File: src/core/asr_pkg.sv
package asr_pkg;

    // Geometry of the memory outside.
    localparam int ADDR_W = 11;
    localparam int DATA_W = 8;
    localparam int DEPTH = 2048;

    // Clock period in ns.
    localparam int CLK_NS = 10;

    // Slowest speed grade, in ns, as printed.
    localparam int READ_CYCLE_NS = 200;
    localparam int OUTPUT_ENABLE_ACCESS_TIME_NS = 70;
    localparam int DESELECT_TO_HIGH_IMPEDANCE_NS = 60;
    localparam int WRITE_TO_HIGH_IMPEDANCE_NS = 50;
    localparam int WRITE_CYCLE_NS = 200;
    localparam int CHIP_SELECT_TO_WRITE_END_NS = 120;
    localparam int ADDRESS_TO_WRITE_END_NS = 140;
    localparam int DATA_SETUP_TO_WRITE_END_NS = 50;
    localparam int DATA_HOLD_AFTER_WRITE_NS = 0;
    localparam int DESELECT_TO_RETENTION_TIME_NS = 0;
    localparam int RETENTION_RECOVERY_TIME_NS = READ_CYCLE_NS;

    // Cycle counts: least times round up, at least one cycle.
    function automatic int min_cyc(input int ns);
        int c;
        c = (ns + CLK_NS - 1) / CLK_NS;
        return (c < 1) ? 1 : c;
    endfunction

    localparam int READ_CYC = min_cyc(READ_CYCLE_NS);
    localparam int WRITE_CYC = min_cyc(WRITE_CYCLE_NS);
    localparam int CS_WRITE_CYC = min_cyc(CHIP_SELECT_TO_WRITE_END_NS);
    localparam int ADDR_WRITE_CYC = min_cyc(ADDRESS_TO_WRITE_END_NS);
    localparam int DATA_WRITE_CYC = min_cyc(DATA_SETUP_TO_WRITE_END_NS);
    localparam int HIZ_CYC = min_cyc(DESELECT_TO_HIGH_IMPEDANCE_NS);
    localparam int RECOVER_CYC = min_cyc(RETENTION_RECOVERY_TIME_NS);
    localparam int CNT_W = 8;

    // Pins toward the memory.
    typedef struct packed {
        logic [ADDR_W-1:0] addr;
        logic cs_n;
        logic oe_n;
        logic we_n;
    } asr_pins_t;

    // Controller states.
    typedef enum logic [5:0] {
        ST_IDLE = 6'h01,
        ST_READ = 6'h02,
        ST_WRITE = 6'h04,
        ST_GAP = 6'h08,
        ST_SLEEP = 6'h10,
        ST_WAKE = 6'h20
    } asr_state_t;

endpackage

File: src/core/asr_host.sv
`timescale 1ns/1ns
`default_nettype none

module asr_host (
    input wire logic i_clk,
    input wire logic i_nrst,
    input wire logic i_req,
    input wire logic i_write,
    input wire logic [asr_pkg::ADDR_W-1:0] i_addr,
    input wire logic [asr_pkg::DATA_W-1:0] i_wdata,
    input wire logic i_sleep,
    output logic o_ready,
    output logic o_rvalid,
    output logic [asr_pkg::DATA_W-1:0] o_rdata,
    output logic o_asleep,
    output logic [asr_pkg::ADDR_W-1:0] o_mem_addr,
    output logic o_mem_cs_n,
    output logic o_mem_oe_n,
    output logic o_mem_we_n,
    input wire logic [asr_pkg::DATA_W-1:0] i_mem_dq,
    output logic [asr_pkg::DATA_W-1:0] o_mem_dq,
    output logic o_mem_dq_oe
);

    ////////////////////////////////////////////////////////////////////////
    // Elaboration checks.

    // The counter must hold the longest wait.
    if (asr_pkg::RECOVER_CYC >= (1 << asr_pkg::CNT_W) ||
        asr_pkg::WRITE_CYC >= (1 << asr_pkg::CNT_W)) begin : g_chk
        $error("Cycle counter too narrow.");
    end

    localparam logic [7:0] RD_END = 8'(asr_pkg::READ_CYC);
    // Address and strobes fall together, so the strobe low time must cover
    // the address-to-write-end time as well as the select-to-end time.
    localparam int WR_LOW_CYC =
        (asr_pkg::ADDR_WRITE_CYC > asr_pkg::CS_WRITE_CYC) ?
        asr_pkg::ADDR_WRITE_CYC : asr_pkg::CS_WRITE_CYC;
    localparam logic [7:0] WR_LOW = 8'(WR_LOW_CYC);
    localparam logic [7:0] WR_END = 8'(asr_pkg::WRITE_CYC);
    localparam logic [7:0] GAP_END = 8'(asr_pkg::HIZ_CYC);
    localparam logic [7:0] WAKE_END = 8'(asr_pkg::RECOVER_CYC);

    ////////////////////////////////////////////////////////////////////////
    // Pin input synchroniser: the read bus comes from outside our clock.

    logic [asr_pkg::DATA_W-1:0] dq_meta; // First stage, read only by second.
    logic [asr_pkg::DATA_W-1:0] dq_sync; // Second stage, safe to use.

    // Two flip-flops on the data bus before any logic looks at it.
    always_ff @(posedge i_clk or negedge i_nrst) begin
        if (!i_nrst) begin
            dq_meta <= '0;
            dq_sync <= '0;
        end else begin
            dq_meta <= i_mem_dq;
            dq_sync <= dq_meta;
        end
    end

    ////////////////////////////////////////////////////////////////////////
    // Sequencer state.

    asr_pkg::asr_state_t state, next_state;
    logic [7:0] cnt, next_cnt;             // Cycles spent in this state.
    asr_pkg::asr_pins_t pins, next_pins;   // Registered control pins.
    logic [asr_pkg::DATA_W-1:0] wdata, next_wdata; // Latched write data.
    logic dq_oe, next_dq_oe;               // Host drive enable.
    logic [asr_pkg::DATA_W-1:0] rdata, next_rdata; // Captured read word.
    logic rvalid, next_rvalid;             // One-cycle read done pulse.

    // Next-state logic. Every cycle is long enough for the slowest grade,
    // trading speed for one timing set that serves all three.
    always_comb begin
        next_state = state;
        next_cnt = cnt + 8'h01;
        next_pins = pins;
        next_wdata = wdata;
        next_dq_oe = dq_oe;
        next_rdata = rdata;
        next_rvalid = 1'b0;
        unique case (state)
            asr_pkg::ST_IDLE: begin
                next_cnt = 8'h00;
                if (i_sleep) begin
                    // Deselected already, retention may start at once.
                    next_state = asr_pkg::ST_SLEEP;
                end else if (i_req && i_write) begin
                    // Address and strobes together: setup of 0 ns.
                    next_pins.addr = i_addr;
                    next_pins.cs_n = 1'b0;
                    next_pins.we_n = 1'b0;
                    next_pins.oe_n = 1'b1;
                    next_wdata = i_wdata;
                    next_dq_oe = 1'b1;
                    next_state = asr_pkg::ST_WRITE;
                end else if (i_req) begin
                    // Address set with select, write enable held high.
                    next_pins.addr = i_addr;
                    next_pins.cs_n = 1'b0;
                    next_pins.oe_n = 1'b0;
                    next_pins.we_n = 1'b1;
                    next_state = asr_pkg::ST_READ;
                end
            end
            asr_pkg::ST_READ: begin
                // Sample after the access time plus synchroniser delay.
                // The bus is only valid at the end of the access time, so
                // it is taken one cycle later to leave setup margin.
                if (cnt == RD_END + 8'h02) begin
                    next_rdata = dq_sync;
                    next_rvalid = 1'b1;
                    next_pins.cs_n = 1'b1;
                    next_pins.oe_n = 1'b1;
                    next_cnt = 8'h00;
                    next_state = asr_pkg::ST_GAP;
                end
            end
            asr_pkg::ST_WRITE: begin
                // Both strobes rise together, so recovery starts there.
                if (cnt == WR_LOW - 8'h01) begin
                    next_pins.cs_n = 1'b1;
                    next_pins.we_n = 1'b1;
                end
                // Data held one cycle past the strobes' rise.
                if (cnt == WR_LOW) begin
                    next_dq_oe = 1'b0;
                end
                if (cnt == WR_END - 8'h01) begin
                    next_cnt = 8'h00;
                    next_state = asr_pkg::ST_IDLE;
                end
            end
            asr_pkg::ST_GAP: begin
                // Wait for the memory to release the bus before reuse.
                if (cnt == GAP_END - 8'h01) begin
                    next_cnt = 8'h00;
                    next_state = asr_pkg::ST_IDLE;
                end
            end
            asr_pkg::ST_SLEEP: begin
                next_cnt = 8'h00;
                if (!i_sleep) begin
                    next_state = asr_pkg::ST_WAKE;
                end
            end
            asr_pkg::ST_WAKE: begin
                // A full read cycle must pass before normal access.
                if (cnt == WAKE_END - 8'h01) begin
                    next_cnt = 8'h00;
                    next_state = asr_pkg::ST_IDLE;
                end
            end
            default: begin
                next_state = asr_pkg::ST_IDLE;
                next_pins.cs_n = 1'b1;
                next_dq_oe = 1'b0;
            end
        endcase
    end

    // Registers of the sequencer; reset leaves the memory deselected.
    always_ff @(posedge i_clk or negedge i_nrst) begin
        if (!i_nrst) begin
            state <= asr_pkg::ST_IDLE;
            cnt <= 8'h00;
            pins <= '{addr: '0, cs_n: 1'b1, oe_n: 1'b1, we_n: 1'b1};
            wdata <= '0;
            dq_oe <= 1'b0;
            rdata <= '0;
            rvalid <= 1'b0;
        end else begin
            state <= next_state;
            cnt <= next_cnt;
            pins <= next_pins;
            wdata <= next_wdata;
            dq_oe <= next_dq_oe;
            rdata <= next_rdata;
            rvalid <= next_rvalid;
        end
    end

    ////////////////////////////////////////////////////////////////////////
    // Outputs.

    assign o_ready = (state == asr_pkg::ST_IDLE) && !i_sleep;
    assign o_rvalid = rvalid;
    assign o_rdata = rdata;
    assign o_asleep = (state == asr_pkg::ST_SLEEP);
    assign o_mem_addr = pins.addr;
    assign o_mem_cs_n = pins.cs_n;
    assign o_mem_oe_n = pins.oe_n;
    assign o_mem_we_n = pins.we_n;
    assign o_mem_dq = wdata;
    assign o_mem_dq_oe = dq_oe;
endmodule

`default_nettype wire

File: config.mk
export PLATFORM = sky130hd
export DESIGN_NAME = asr_host
export DESIGN_NICKNAME = d
export VERILOG_FILES = /design/src/core/asr_pkg.sv /design/src/core/asr_host.sv
export SDC_FILE = /design/constraint.sdc
export NUM_CORES = 1
export LEC_CHECK = 0
export BUFFER_PORTS_ARGS = -buffer_cell sky130_fd_sc_hd__buf_2
export CORE_MARGIN = 2
export CORE_UTILIZATION = 47
export DETAILED_ROUTE_END_ITERATION = 6
export PLACE_DENSITY = 0.76
export SETUP_SLACK_MARGIN = 0.4
export SLEW_MARGIN = 40
export SYNTH_ARGS = -nofsm -noshare
export SYNTH_HDL_FRONTEND = slang
export SYNTH_SLANG_ARGS = --single-unit
File: constraint.sdc
create_clock -name i_clk -period 2.2 [get_ports i_clk]
set_clock_uncertainty 0.2 [all_clocks]
set_input_delay 0.66 -clock i_clk [delete_from_list [all_inputs] [get_ports i_clk]]
set_output_delay 0.66 -clock i_clk [all_outputs]
set_load 0.1 [all_outputs]
Yosys cells after proc, flatten, opt, wreduce, memory -nomap -nowiden
Index checks and enable logic that the tools add are counted.
{ "totals": {"latch_bits": 0, "ramBits": 0, "romBits": 0, "ff_bits": 62, "word_cells": 81, "inputBits": 32, "out_inout_bits": 34, "n_memories": 0} }
{ "op_classes": {"order_cmp": 0, "mux": 26, "reduce_logical": 18, "n_bitwise": 3, "addsub": 1, "div_mod_pow": 0, "n_mul": 0, "shift": 0, "n_eq_ne": 21} }
{ "ops": {"columns": ["operator", "count"], "rows": [
  ["$mux 6", 7],
  ["$pmux 8 s4", 1],
  ["$pmux 6 s5", 1],
  ["$mux 14", 2],
  ["$mux 8", 3],
  ["$eq 8x4->1 const B", 2],
  ["$eq 8x5->1 const B", 2],
  ["$ne 2x2->1 const B", 7],
  ["$reduce_and 4->1", 3],
  ["$reduce_and 5->1", 2],
  ["$add 8x1->8 const B", 1],
  ["$eq 8x3->1 const B", 1],
  ["$eq 6x1->1 const B", 1],
  ["$eq 6x2->1 const B", 1],
  ["$eq 6x3->1 const B", 1],
  ["$eq 6x4->1 const B", 1],
  ["$eq 6x5->1 const B", 1],
  ["$eq 6x6->1 const B", 1],
  ["$mux 1", 6],
  ["$reduce_and 3->1", 2],
  ["$reduce_bool 2->1", 3],
  ["$ne 4x4->1 const B", 1],
  ["$pmux 1 s2", 2],
  ["$pmux 1 s4", 1],
  ["12 further kinds", 16]
]} }

Depth between registers and ports, before layout
{ "logic_depth": {"word_depth": 4, "mapped_depth": 7, "mapped_depth_nobuf": 7} }

Least setup slack after synthesis
No wires, ideal clock.
{ "synth_timing": {"kind": "reg2out", "start": "register state[5]", "end": "output o_ready", "arrival_time_ps": 2244, "path_buffers": 1, "path_stages_with_launch": 5, "path_slack_ps": -904, "t_required_ps": 1340, "path_cell_list": "dfrtp_1 > clkbuf_1 > nor3_1 > nand3_1 > nor2_1"} }
{ "synth_via": {"elab_chain_len": 2} }
{ "synth_lines": {"columns": ["element", "line_no", "source"], "rows": [
  ["start: declaration", "asr_host.sv:65", "asr_pkg::asr_state_t state, next_state;"],
  ["start signal: assignment", "asr_host.sv:166", "state <= asr_pkg::ST_IDLE;"],
  ["start signal: assignment", "asr_host.sv:174", "state <= next_state;"],
  ["$eq 6x1->1", "asr_host.sv:187", "assign o_ready = (state == asr_pkg::ST_IDLE) && !i_sleep;"],
  ["$logic_and 1x1->1", "asr_host.sv:187", null],
  ["end: declaration", "asr_host.sv:12", "output logic o_ready,"]
]} }
No other way between the ends.

Final worst setup path
{ "layout_timing": {"start": "register state[1]", "end": "output o_ready"} }
The elaborated chain is that of the path after synthesis.

==> results.cfg <==
[clock_network]
clock_latency_ns = 0.34
numClockSinks = 62
cts_tree = yes
clockRootBuffer = clkbuf_8
cts_made_buffers = 9
cts-htree-levels = 3
clkSlewWorstSetupHoldPaths_ns = 0.09
clockBufferDepth = 2

[floorplan]
die_x_um = 77.8
die_area_um2 = 6050
start_util_pct = 49.4
row_count = 26
design.core.area_um2 = 5170
ios = 66
die_y_um = 77.8

[critical_path]
crit_buf_inv = 1
path_cells = nor3_4, nand3_2, nor2_4, buf_12
critPathTopFamily = simple AND/OR/NAND/NOR gates
endpoint_kind = output port
max_stage_delay_ns = 0.45
cp.arrival_ns = 1.47
critPathLaunchType = flip-flop
cp.required_ns = 1.34
cp_slowest_cell = dfrtp_2
path_class = reg -> out
path_max_fanout = 3

[min_path]
min_path_type = in -> async

[pwr]
p_leak_nw = 2.18
power.density_nw_per_um2 = 1710
ir_worst_vdd_v = 0.00160

[placement]
hpwlAfterDp_um = 3580
io_buffers = 65
routabilityCongestion = 0.819
place_area_um2 = 3110

[route]
ant_nets = 0
wl_um = 8780
avgRoutedWirePerCell_um = 21.8
viasPerCell = 5.45
drc = 0
vias = 2190
drtPass1Iterations = 4
drtIter0Drc = 109

[yosys]
yosysUniqueCellTypes = 41
post_synth_xor_area_fraction_pct = 2.74
synthSimpleGateAreaFrac_pct = 11.7
yosys_register_bits = 62
avgSynthCellArea_um2 = 13.0
synth_compound_area_share_pct = 6.75
synth_area_um2 = 2560
synth_top_family_by_area = multiplexers
synth_edf_count = 0
postSynth.asyncResetShare_pct = 100
ys.flop_type = dfrtp_1
postSynthCellCount = 196
synth_fp_nets = 231
synth_mux_area_share_pct = 13.5
synth-adder-area-share_pct = 1.47
yosysWarningCount = 0
synth_seq_area_share_pct = 60.9

[grt]
track_usage_pct = 26.1
grt_start_max_net_pins = 46
antenna_found_initial = 0
grt_pass1_wl_um = 11800
overflow = 0
first_global_vias = 2323

[finish]
design_area_um2 = 4540
fill_cells = 215
antennaDiodeCount = 0
nets = 362
final_layout_size_suffix_gt1_share_pct = 66.3
area_growth_pct = 77.6
fin_util_pct = 87.8

[timing]
finalHoldViolCount = 0
fin_hold_ws_ns = 0.0533
slew_viol_final = 0
rsz0062_at_grt = yes
slew-limit-headroom_pct = 47.1
setup_viol = 11
clock.fmax_ghz = 0.430
worst-slew-pin-transition_ns = 0.793
fin_crit_ns = 2.33
fin_crit_sh_pct = 106
timing.final.ws_setup_ns = -0.128

[job]
drv_cap = 0

[status]
outcome = finished, violations left
violations = setup timing
## layout by cell type, fill, tap and decap left out, drive strengths merged, types with 2 or more instances in the layout
master  Yosys  routed
inv         5       8
xor2        2       2
a211oi      3       3
buf         6     127
and3        2       2
nor4b       2       2
dfstp       4       4
ha          3       3
clkbuf      3       9
dfrtp      58      58
bufinv      0       2
xnor2       6       6
nor3        7       7
nand2      10      11
o21ai       4       4
a31oi       2       2
a22o        2       2
or3         2       2
nand3       6       7
mux2       28      28
nor2       22      22
a21oi       3       3
## logic make-up after synthesis
group	Yosys count
flip-flops	62
AND/OR/NAND/NOR	60
multiplexers	28
AO/OA/AOI/OAI	21
buffers and inverters	14
XOR/XNOR	8
adder cells (fa/ha/maj)	3
## repair_timing
item	CTS	global route
setup buffers	23	23
resized for setup	171	43
hold buffers	0	0
hold endpoints to repair	0	0
cloned	2	1
endpoints found under the setup margin	79	79
pin swaps	20	10
## metal layers
metal | global-route usage [%] | vias up | share of wire (%)
met3 | 7.67 | 35 | 5.4
met1 | 29.6 | 1090 | 36
li1 | - | 950 | -
met2 | 45.2 | 115 | 54
met5 | 0 | - | 0
met4 | 12.1 | 0 | 4.7
## cells in the mapped netlist, types with 3 or more instances
cell type	number	area (um^2)
dfrtp_1	58	1450
nor2_1	22	82.6
mux2_2	19	214
nand2_1	10	37.5
mux2_4	8	120
nor3_1	7	35.0
nand3_1	6	30.0
xnor2_1	6	52.6
inv_1	5	18.8
dfstp_2	4	105
o21ai_0	4	20.0
a211oi_2	3	37.5
a21oi_1	3	15.0
buf_2	3	15.0
clkbuf_1	3	11.3
ha_1	3	37.5
## power by group
part | switching (mW) | internal, mW | leakage, nW | total, mW
clock network | 0.503 | 0.652 | 0.111 | 1.15
registers | 0.343 | 1.46 | 0.764 | 1.80
logic | 2.78 | 2.03 | 1.31 | 4.81
total | 3.63 | 4.14 | 2.18 | 7.77
## stage by stage
step | power (mW) | setup TNS (ns) | setup slack [ns] | cells
6_report | 7.77 | -0.705 | -0.128 | 402
3_5_place_dp | 4.71 | -0.286 | -0.0776 | 337
4_1_cts | 7.09 | -0.168 | -0.126 | 378
2_1_floorplan | 4.14 | -0.0331 | -0.0168 | 196
3_3_place_gp | 4.66 | 0 | 0.00854 | 337
5_1_grt | 8.01 | -1.36 | -0.170 | 402
## flip-flops by register name, summed over array words and instances, names as in the netlist
name	flops
o_mem_we_n	1
o_mem_dq_oe	1
o_rdata	8
o_rvalid	1
o_mem_oe_n	1
o_mem_dq	8
o_mem_cs_n	1
cnt	8
o_mem_addr	11
state	6
dq_meta	8
dq_sync	8
## worst paths after layout
path	depth (start not counted)	startpoint	endpoint	slack (ns)
max	4	state[1]	o_ready	-0.13
min	1	i_nrst	o_rdata[3]	0.05
max reg2reg	8	state[4]	state[5]	-0.09
min reg2reg	0	dq_meta[0]	dq_sync[0]	0.16
max in group asynchronous	2	i_nrst	dq_meta[1]	1.14
min in group i_clk	0	dq_meta[0]	dq_sync[0]	0.16
## layout make-up
class | count | area [um^2] | area share (%)
repair buffers | 127 | 1390 | 30.5
clock buffers | 9 | 124 | 2.73
clock inverters | 7 | 103 | 2.26
well taps | 70 | 87.6 | 1.93
flip-flops and latches | 62 | 1560 | 34.4
multi-input cells | 122 | 1260 | 27.8
inverters | 5 | 18.8 | 0.413
No activity file was read; power rests on OpenSTA's default activity.
